===== config.mk =====
export PLATFORM = sky130hd
export DESIGN_NAME = bte_top
export DESIGN_NICKNAME = d
export VERILOG_FILES = /design/src/shared/bte_pkg.sv /design/src/verilog/bte_pulse.sv /design/src/verilog/bte_axil.sv /design/src/verilog/bte_top.sv
export VERILOG_INCLUDE_DIRS = /design/src /design/src/shared
export SDC_FILE = /design/constraint.sdc
export NUM_CORES = 1
export LEC_CHECK = 0
export ABC_AREA = 1
export BUFFER_PORTS_ARGS = -buffer_cell sky130_fd_sc_hd__buf_2
export CORE_MARGIN = 2
export CORE_UTILIZATION = 27
export DETAILED_ROUTE_END_ITERATION = 6
export PLACE_DENSITY = 0.57
export SLEW_MARGIN = 40
export SYNTH_ARGS = -nofsm -noshare
export SYNTH_HDL_FRONTEND = slang
export SYNTH_SLANG_ARGS = --single-unit

===== constraint.sdc =====
create_clock -name aclk -period 1.3 [get_ports aclk]
set_clock_uncertainty 0.2 [all_clocks]
set_input_delay 0.195 -clock aclk [delete_from_list [all_inputs] [get_ports aclk]]
set_output_delay 0.195 -clock aclk [all_outputs]
set_load 0.03 [all_outputs]

===== src/shared/bte_consts.svh =====
// Purpose: Constants of the broadcast trigger enable block.
// Assumes: AXI4-Lite byte addresses, 8 address bits decoded.
// Notes: Offsets are byte addresses of aligned 32-bit words.
// Functional notes
// - Mask bits 15..12 enable ADC sample trigger outputs 15..12 on broadcast.
// - Mask bits 11..8 enable sync outputs to capture units 4..1 on broadcast.
// - Mask bits 7..5 enable one clock pulse to compare units 4..2 on broadcast.
// - Bit 4 pulses compare unit 1 clock; bits 3..0 sync compare units 4..1.
// - Mask writes are ignored while module enable and run are both set.
// - Only the control step with option 1111 consults the mask.
// - Each trigger pulse lasts pulse-width field plus one cycles.
// - Steps execute only while run is set; clearing run lifts write protection.
`ifndef BTE_CONSTS_SVH
`define BTE_CONSTS_SVH
`define BTE_MASK_OFS 8'h00
`define BTE_STAT_OFS 8'h04
`define BTE_CNT_OFS 8'h08
`define BTE_MASK_RST 16'h0000
`define BTE_CNT_RST 16'h0000
`define BTE_ADC_LSB 12
`define BTE_CAP_LSB 8
`define BTE_OCCLK_LSB 4
`define BTE_OCSYNC_LSB 0
`define BTE_ST_LOCK 0
`define BTE_ST_ACT 1
`define BTE_ST_BLK 2
`define BTE_ST_TRIG_LSB 16
`define BTE_OPT_BCAST 4'hf
`define BTE_RESP_OKAY 2'h0
`define BTE_RESP_SLVERR 2'h2
`endif


===== src/shared/bte_pkg.sv =====
// Purpose: Types shared by the broadcast trigger enable modules.
// Assumes: Constants come from bte_consts.svh.
// Notes: Each module keeps its state in one packed struct; bte_pulse also keeps run_len, its check counter, outside it.
package bte_pkg;
    typedef logic [15:0] bte_mask_t;
    typedef logic [3:0] bte_nib_t;
    typedef logic [7:0] bte_addr_t;
    typedef struct packed {
        bte_mask_t mask;
        logic blocked;
        logic [15:0] bcast_cnt;
    } bte_top_st_t;
    typedef struct packed {
        bte_mask_t trig;
        bte_nib_t left;
        bte_nib_t wid;
    } bte_pulse_st_t;
    typedef struct packed {
        logic awready;
        logic wready;
        logic aw_held;
        logic w_held;
        bte_addr_t addr;
        logic [31:0] data;
        logic [3:0] strb;
        logic bvalid;
        logic [1:0] bresp;
        logic arready;
        logic rvalid;
        logic [31:0] rdata;
        logic [1:0] rresp;
    } bte_axil_st_t;
endpackage : bte_pkg


===== src/verilog/bte_pulse.sv =====
// Purpose: Stretches a broadcast into trigger pulses of programmable width.
// Assumes: fire is a one-cycle strobe; width sampled with it.
// Notes: A new broadcast during a pulse restarts width and mask.
`timescale 1ns/100ps
`include "bte_consts.svh"
module bte_pulse (
    input wire logic aclk, // Sequencer clock
    input wire logic aresetn, // Synchronous reset, active low
    input wire logic fire, // Broadcast step executes
    input wire bte_pkg::bte_mask_t mask, // Outputs selected
    input wire bte_pkg::bte_nib_t width, // Pulse width minus one
    output bte_pkg::bte_mask_t trig // Registered trigger outputs
);
    import bte_pkg::*;
    bte_pulse_st_t st;
    bte_pulse_st_t next_st;
    logic [4:0] run_len;

    always_comb begin
        next_st = st;
        if (fire) begin
            next_st.trig = mask;
            next_st.left = width;
            next_st.wid = width;
        end else if (st.trig != 16'h0000) begin
            if (st.left == 4'h0) begin
                next_st.trig = 16'h0000;
            end else begin
                next_st.left = st.left - 4'h1;
            end
        end
    end

    always_ff @(posedge aclk) begin
        if (!aresetn) begin
            st <= '0;
        end else begin
            st <= next_st;
        end
    end

    assign trig = st.trig;

    // Counts high cycles of the current pulse, only for the check below
    always_ff @(posedge aclk) begin
        if (!aresetn) begin
            run_len <= 5'h00;
        end else if (fire) begin
            run_len <= 5'h01;
        end else if (next_st.trig != 16'h0000) begin
            run_len <= run_len + 5'h01;
        end
    end
endmodule : bte_pulse


===== src/verilog/bte_axil.sv =====
// Purpose: AXI4-Lite slave front end for the block registers.
// Assumes: One write and one read outstanding at most.
// Notes: Write happens in the first cycle in which both address and data are held.
`timescale 1ns/100ps
`include "bte_consts.svh"
module bte_axil (
    input wire logic aclk, // Clock
    input wire logic aresetn, // Synchronous reset, active low
    input wire bte_pkg::bte_addr_t s_axi_awaddr, // Write address
    input wire logic s_axi_awvalid, // Write address valid
    output logic s_axi_awready, // Write address ready
    input wire logic [31:0] s_axi_wdata, // Write data
    input wire logic [3:0] s_axi_wstrb, // Write byte enables
    input wire logic s_axi_wvalid, // Write data valid
    output logic s_axi_wready, // Write data ready
    output logic [1:0] s_axi_bresp, // Write response
    output logic s_axi_bvalid, // Write response valid
    input wire logic s_axi_bready, // Write response ready
    input wire logic s_axi_arvalid, // Read address valid
    output logic s_axi_arready, // Read address ready
    output logic [31:0] s_axi_rdata, // Read data
    output logic [1:0] s_axi_rresp, // Read response
    output logic s_axi_rvalid, // Read data valid
    input wire logic s_axi_rready, // Read data ready
    output logic wr_req, // Register write this cycle
    output bte_pkg::bte_addr_t wr_addr, // Held write address
    output logic [31:0] wr_data, // Held write data
    output logic [3:0] wr_strb, // Held byte enables
    input wire logic wr_err, // Write address unmapped
    input wire logic [31:0] rd_data, // Data at read address
    input wire logic rd_err // Read address unmapped
);
    import bte_pkg::*;
    bte_axil_st_t st;
    bte_axil_st_t next_st;

    always_comb begin
        next_st = st;
        if (s_axi_awvalid && st.awready) begin
            next_st.aw_held = 1'b1;
            next_st.addr = s_axi_awaddr;
        end
        if (s_axi_wvalid && st.wready) begin
            next_st.w_held = 1'b1;
            next_st.data = s_axi_wdata;
            next_st.strb = s_axi_wstrb;
        end
        if (st.bvalid && s_axi_bready) begin
            next_st.bvalid = 1'b0;
        end
        if (wr_req) begin
            next_st.aw_held = 1'b0;
            next_st.w_held = 1'b0;
            next_st.bvalid = 1'b1;
            next_st.bresp = wr_err ? `BTE_RESP_SLVERR : `BTE_RESP_OKAY;
        end
        if (st.rvalid && s_axi_rready) begin
            next_st.rvalid = 1'b0;
        end
        if (s_axi_arvalid && st.arready) begin
            next_st.rvalid = 1'b1;
            next_st.rdata = rd_data;
            next_st.rresp = rd_err ? `BTE_RESP_SLVERR : `BTE_RESP_OKAY;
        end
        // Readies are registered so no ready port depends on a gate
        next_st.awready = !next_st.aw_held && !next_st.bvalid;
        next_st.wready = !next_st.w_held && !next_st.bvalid;
        next_st.arready = !next_st.rvalid;
    end

    always_ff @(posedge aclk) begin
        if (!aresetn) begin
            st <= '0;
        end else begin
            st <= next_st;
        end
    end

    assign wr_req = st.aw_held && st.w_held && !st.bvalid;
    assign wr_addr = st.addr;
    assign wr_data = st.data;
    assign wr_strb = st.strb;
    assign s_axi_awready = st.awready;
    assign s_axi_wready = st.wready;
    assign s_axi_bvalid = st.bvalid;
    assign s_axi_bresp = st.bresp;
    assign s_axi_arready = st.arready;
    assign s_axi_rvalid = st.rvalid;
    assign s_axi_rdata = st.rdata;
    assign s_axi_rresp = st.rresp;
endmodule : bte_axil


===== src/verilog/bte_top.sv =====
// Purpose: Broadcast trigger enable mask and its trigger outputs.
// Assumes: Sequencer enable, run, width and step strobe are synchronous.
// Notes: Registers on AXI4-Lite: mask, status, broadcast count.
`timescale 1ns/100ps
`include "bte_consts.svh"
module bte_top (
    input wire logic aclk, // Sequencer clock, 250 MHz
    input wire logic aresetn, // Synchronous reset, active low
    input wire bte_pkg::bte_addr_t s_axi_awaddr, // Write address
    input wire logic s_axi_awvalid, // Write address valid
    output logic s_axi_awready, // Write address ready
    input wire logic [31:0] s_axi_wdata, // Write data
    input wire logic [3:0] s_axi_wstrb, // Write byte enables
    input wire logic s_axi_wvalid, // Write data valid
    output logic s_axi_wready, // Write data ready
    output logic [1:0] s_axi_bresp, // Write response
    output logic s_axi_bvalid, // Write response valid
    input wire logic s_axi_bready, // Write response ready
    input wire bte_pkg::bte_addr_t s_axi_araddr, // Read address
    input wire logic s_axi_arvalid, // Read address valid
    output logic s_axi_arready, // Read address ready
    output logic [31:0] s_axi_rdata, // Read data
    output logic [1:0] s_axi_rresp, // Read response
    output logic s_axi_rvalid, // Read data valid
    input wire logic s_axi_rready, // Read data ready
    input wire logic sequencer_module_enable, // Module enabled
    input wire logic sequencer_run, // Sequencer executing steps
    input wire bte_pkg::bte_nib_t trig_pulse_width, // Pulse width minus one
    input wire logic control_step_cmd, // Control step executes, one cycle
    input wire bte_pkg::bte_nib_t step_option, // Option of that step
    output bte_pkg::bte_nib_t adc_sample_trig, // Trigger outputs 15..12
    output bte_pkg::bte_nib_t capture_sync, // Capture units 4..1
    output bte_pkg::bte_nib_t compare_clk_pulse, // Compare units 4..1 clock
    output bte_pkg::bte_nib_t compare_sync // Compare units 4..1 sync
);
    import bte_pkg::*;
    bte_top_st_t st;
    bte_top_st_t next_st;
    logic locked;
    logic fire;
    logic wr_req;
    bte_addr_t wr_addr;
    logic [31:0] wr_data;
    logic [3:0] wr_strb;
    logic wr_err;
    logic [31:0] rd_data;
    logic rd_err;
    bte_mask_t trig;
    logic mask_wr;
    logic stat_clr;
    logic rd_take;

    // Protection follows the live enable and run levels, so it ends the
    // moment run is cleared, even in the middle of a pulse.
    assign locked = sequencer_module_enable && sequencer_run;
    // Steps only execute while running; other options never reach the mask.
    assign fire = locked && control_step_cmd
        && step_option == `BTE_OPT_BCAST;
    assign mask_wr = wr_req && wr_addr == `BTE_MASK_OFS;
    assign wr_err = !(wr_addr == `BTE_MASK_OFS || wr_addr == `BTE_STAT_OFS);
    // Writing one to the refused flag clears it
    assign stat_clr = wr_req && wr_addr == `BTE_STAT_OFS && wr_strb[0]
        && wr_data[`BTE_ST_BLK];
    // Read handshake edge; read data are captured there
    assign rd_take = s_axi_arvalid && s_axi_arready;

    always_comb begin
        next_st = st;
        if (mask_wr && !locked) begin
            for (int b = 0; b < 2; b++) begin
                if (wr_strb[b]) begin
                    next_st.mask[b*8 +: 8] = wr_data[b*8 +: 8];
                end
            end
        end
        // A refused write in the same cycle wins over the clear
        if (stat_clr) begin
            next_st.blocked = 1'b0;
        end
        if (mask_wr && locked) begin
            next_st.blocked = 1'b1;
        end
        if (fire) begin
            next_st.bcast_cnt = st.bcast_cnt + 16'h0001;
        end
    end

    always_ff @(posedge aclk) begin
        if (!aresetn) begin
            st.mask <= `BTE_MASK_RST;
            st.blocked <= 1'b0;
            st.bcast_cnt <= `BTE_CNT_RST;
        end else begin
            st <= next_st;
        end
    end

    always_comb begin
        rd_data = 32'h0000_0000;
        rd_err = 1'b0;
        case (s_axi_araddr)
            `BTE_MASK_OFS: begin
                rd_data[15:0] = st.mask;
            end
            `BTE_STAT_OFS: begin
                rd_data[`BTE_ST_LOCK] = locked;
                rd_data[`BTE_ST_ACT] = trig != 16'h0000;
                rd_data[`BTE_ST_BLK] = st.blocked;
                rd_data[`BTE_ST_TRIG_LSB +: 16] = trig;
            end
            `BTE_CNT_OFS: begin
                rd_data[15:0] = st.bcast_cnt;
            end
            default: begin
                rd_err = 1'b1;
            end
        endcase
    end

    bte_axil u_axil (
        .aclk(aclk),
        .aresetn(aresetn),
        .s_axi_awaddr(s_axi_awaddr),
        .s_axi_awvalid(s_axi_awvalid),
        .s_axi_awready(s_axi_awready),
        .s_axi_wdata(s_axi_wdata),
        .s_axi_wstrb(s_axi_wstrb),
        .s_axi_wvalid(s_axi_wvalid),
        .s_axi_wready(s_axi_wready),
        .s_axi_bresp(s_axi_bresp),
        .s_axi_bvalid(s_axi_bvalid),
        .s_axi_bready(s_axi_bready),
        .s_axi_arvalid(s_axi_arvalid),
        .s_axi_arready(s_axi_arready),
        .s_axi_rdata(s_axi_rdata),
        .s_axi_rresp(s_axi_rresp),
        .s_axi_rvalid(s_axi_rvalid),
        .s_axi_rready(s_axi_rready),
        .wr_req(wr_req),
        .wr_addr(wr_addr),
        .wr_data(wr_data),
        .wr_strb(wr_strb),
        .wr_err(wr_err),
        .rd_data(rd_data),
        .rd_err(rd_err)
    );

    bte_pulse u_pulse (
        .aclk(aclk),
        .aresetn(aresetn),
        .fire(fire),
        .mask(st.mask),
        .width(trig_pulse_width),
        .trig(trig)
    );

    // Outputs are slices of the pulse register, one flip-flop per line
    assign adc_sample_trig = trig[`BTE_ADC_LSB +: 4];
    assign capture_sync = trig[`BTE_CAP_LSB +: 4];
    assign compare_clk_pulse = trig[`BTE_OCCLK_LSB +: 4];
    assign compare_sync = trig[`BTE_OCSYNC_LSB +: 4];
endmodule : bte_top


==> reports/qor.csv <==
stage,metric,value,unit
outcome,outcome,finished with violations,
outcome,failing checks,"hold timing, setup timing",
clocking,clock net sink count,120,
power_and_ir_drop,total power consumption of the routed design,9900,uW
setup_path,crit path launch type,flop,
clocking,maximum level of the CTS H-tree,4,
layout,synth-to-layout area growth,64.0,%
logic_synthesis,sequential-to-total area share from yosys stat,43.4,%
layout,most frequent cells in the layout,"sky130_fd_sc_hd__nand2_1, sky130_fd_sc_hd__nor2_1, sky130_fd_sc_hd__buf_4",
die,DIE WIDTH,147,microns
detailed_routing,number of nets still failing antenna checks after routing,0,
grt,overall overflow remaining after global route,0,
die,area of the placeable core,0.0202,sq mm
grt,wire length of the first global-routing pass,26300,microns
layout,"commonest non-fill, non-tap cell in the layout",sky130_fd_sc_hd__nand2_1,
setup_path,Critical Path End Type,flop,
power_and_ir_drop,power density of the placed cells,1090,mW/mm^2
layout,final net count,1073,
logic_synthesis,post-synth design cell area,0.00553,sq mm
grt,largest net degree at the start of global routing,52,
place,final weighted congestion in routability-driven placement,0.827,
place,dpl ws,-0.342,ns
place,placed standard-cell area,0.00673,sq mm
clocking,maximum buffer depth of the clock tree,2,
timing,post-route worst setup slack,-0.239,ns
layout,number of filler cells placed in the layout,1955,
place,# port buffers,106,
run,Max-Cap Viols,0,
timing,number of pins exceeding their max-slew limit in the final report,0,
detailed_routing,detail-routed via count per cell,4.37,
clocking,clock buffers created by TritonCTS,17,
detailed_routing,final routed wirelength across all metal layers,17400,microns
setup_path,critical path class,reg -> reg,
layout,"Non-Filler Cell Area, Final",0.00907,sq mm
timing,Setup Viol. Count Final,76,
detailed_routing,Via Count,5593,
grt,Overall Global Routing Usage,15.6,%
logic_synthesis,synthesized area per cell,7.06,sq um
detailed_routing,DR DRC count,0,
power_and_ir_drop,leakage,0.00403,uW
logic_synthesis,Seq cells post-synth,120,
timing,final clock period utilization by the worst path,118,%
logic_synthesis,cell count after synthesis,784,
die,effective utilization at floorplan,27.4,%
die,total I/O pin count,127,
die,count of standard-cell rows,52,
setup_path,Worst EP required,1.45,ns
power_and_ir_drop,worst vdd rail ir drop,925,uV
grt,vias in the first global route,5200,
setup_path,"Max FO, Critical Path",6,
setup_path,CP arrival,1.69,ns
clocking,later-pin clock latency in the skew report,0.42,ns
detailed_routing,Pre-Repair DR Iteration Count,5,
clocking,CTS Root Cell,sky130_fd_sc_hd__clkbuf_16,
clocking,CTS tree,done,
timing,WHS,-0.00450,ns
die,vertical die dimension,147,microns
logic_synthesis,number of warnings reported in the yosys synthesis log,0,
die,area enclosed by the die boundary,0.0216,sq mm
detailed_routing,per-cell routed wire length,13.6,microns
detailed_routing,1st-iter DRT viols,291,
grt,number of antenna violations at the first check in global routing,0,
min_path,classification of the worst-slack hold path,in -> reg,
layout,diodes inserted,0,
timing,time the worst path needs with I/O delays and setup,1.54,ns
layout,fraction of final layout cells sized beyond drive strength 1,45.6,%
timing,highest clock frequency the design can meet,650,MHz
logic_synthesis,post-synthesis cell type count,33,
place,half-perimeter wire length after detailed placement,11300,microns
clocking,clock-pin slew reported for the worst setup and hold paths after clock tree synthesis,0.05,ns
timing,total count of hold-check failures in the final report,1,
timing,RSZ-0062 raised after global routing,yes,
layout,final standard cell utilization of the core,45.0,%
[critical path, stage by stage, from the launching register on]
cell and delay (ns):
sky130_fd_sc_hd__dfxtp_2 0.33, sky130_fd_sc_hd__nor2_2 0.10, sky130_fd_sc_hd__nand2_1 0.07, sky130_fd_sc_hd__nor2_2 0.18, sky130_fd_sc_hd__nand2_4 0.10, sky130_fd_sc_hd__nand2_4 0.12
sky130_fd_sc_hd__clkbuf_16 0.16, sky130_fd_sc_hd__nand3_2 0.07, sky130_fd_sc_hd__a21oi_2 0.14
[flip-flops by register name, summed over array words and instances (netlist names)]
name	flops
st	33
u_axil.s_axi_rdata	32
u_axil.wr_data	16
u_pulse.trig	16
u_axil.wr_addr	8
u_pulse.st	4
u_axil.st	2
u_axil.wr_strb	2
u_axil.s_axi_arready	1
u_axil.s_axi_awready	1
u_axil.s_axi_bresp	1
u_axil.s_axi_bvalid	1
u_axil.s_axi_rresp	1
u_axil.s_axi_rvalid	1
u_axil.s_axi_wready	1
[routing by layer]
layer | GRT usage, % | part of all wire (%) | up-vias
met5 | 0 | 0 | -
met4 | 4.76 | 1.8 | 0
met3 | 3.98 | 4.3 | 21
met2 | 25.6 | 48 | 156
met1 | 20.1 | 46 | 2527
li1 | - | - | 2889
[through the flow]
stage | std cells | TNS [ns]
4_1_cts | 1263 | -9.05
3_3_place_gp | 1175 | -19.16
2_1_floorplan | 785 | -3.66
5_1_grt | 1280 | -15.11
6_report | 1280 | -9.66
3_5_place_dp | 1175 | -20.25
[timing repair]
| action | in CTS | in global routing |
|---|---|---|
| setup endpoints to repair | 109 | 134 |
| cloned | 2 | 4 |
| buffers inserted | 25 | 21 |
| hold endpoints to repair | 35 | 0 |
| hold buffers | 34 | 0 |
| resized for setup | 224 | 103 |
| pin swaps | 26 | 58 |
[where the power goes]
group          total (uW)  switching, uW  internal [uW]
combinational        1210            631            579
sequential           3950            105           3840
clock                4750           1610           3140
total                9900           2350           7560
[worst paths after layout]
check | from | slack, ns | end | depth (start not counted)
min | trig_pulse_width[3] | -0.005 | u_pulse.st[7] | 5
max reg2reg | u_pulse.trig[9] | -0.24 | u_pulse.trig[3] | 8
max | u_pulse.trig[9] | -0.24 | u_pulse.trig[3] | 8
min reg2reg | u_axil.wr_data[4] | 0.27 | st[21] | 2
[synthesized netlist by cell type]
library cell               count  area share [%]
sky130_fd_sc_hd__nor2_4        1            0.20
sky130_fd_sc_hd__nor3_4        2            0.59
sky130_fd_sc_hd__o21ai_1      17             1.5
sky130_fd_sc_hd__conb_1        1           0.068
sky130_fd_sc_hd__buf_2         4            0.36
sky130_fd_sc_hd__inv_1        72             4.9
sky130_fd_sc_hd__nand2_2       7            0.79
sky130_fd_sc_hd__nand2_1     140             9.5
sky130_fd_sc_hd__nand4_4       2            0.77
sky130_fd_sc_hd__xnor2_1       1            0.16
sky130_fd_sc_hd__dfxtp_1     120              43
sky130_fd_sc_hd__nor3_1       12             1.1
sky130_fd_sc_hd__o21ai_0      62             5.6
sky130_fd_sc_hd__xor2_1        1            0.16
sky130_fd_sc_hd__clkbuf_1     19             1.3
sky130_fd_sc_hd__nand3_1      31             2.8
sky130_fd_sc_hd__buf_6         2            0.41
sky130_fd_sc_hd__nor2_2        3            0.34
sky130_fd_sc_hd__a31oi_1       1            0.11
sky130_fd_sc_hd__buf_4        58             7.9
sky130_fd_sc_hd__clkinv_1      3            0.20
sky130_fd_sc_hd__a21oi_1      58             5.2
sky130_fd_sc_hd__nor2_1      142             9.6
sky130_fd_sc_hd__ha_1          2            0.45
sky130_fd_sc_hd__inv_2         4            0.27
sky130_fd_sc_hd__o22ai_1       1            0.11
sky130_fd_sc_hd__buf_1         2            0.14
sky130_fd_sc_hd__nor3_2        1            0.18
sky130_fd_sc_hd__a211oi_1      2            0.27
sky130_fd_sc_hd__o211ai_1      1            0.14
sky130_fd_sc_hd__or2_2         1            0.11
sky130_fd_sc_hd__nand4_1      10             1.1
sky130_fd_sc_hd__o21a_1        1            0.14
[cells by family (layout without fill, tap and decap cells)]
kind of cell,count (synthesis),after routing,synth area share (%)
adders and majority gates,2,2,0.452
xor gates and xnor gates,2,2,0.317
and+or+nand+nor,352,354,27.1
buffers and inverters,164,387,15.4
other,1,2,0.0678
AOI/OAI and AO/OA,143,143,13.2
DFF,120,120,43.4
[final cells by class]
type                            count  area, sq um  area share, %
Multi-Input combinational cell    503         2840           31.2
Timing Repair Buffer              280         2520           27.8
Sequential cell                   120         2490           27.4
Clock buffer                       26          529           5.83
Tap cell                          270          338           3.72
Inverter                           79          307           3.38
Clock inverter                      2         60.1          0.662
Note: power is estimated with default switching activity, not from simulation.
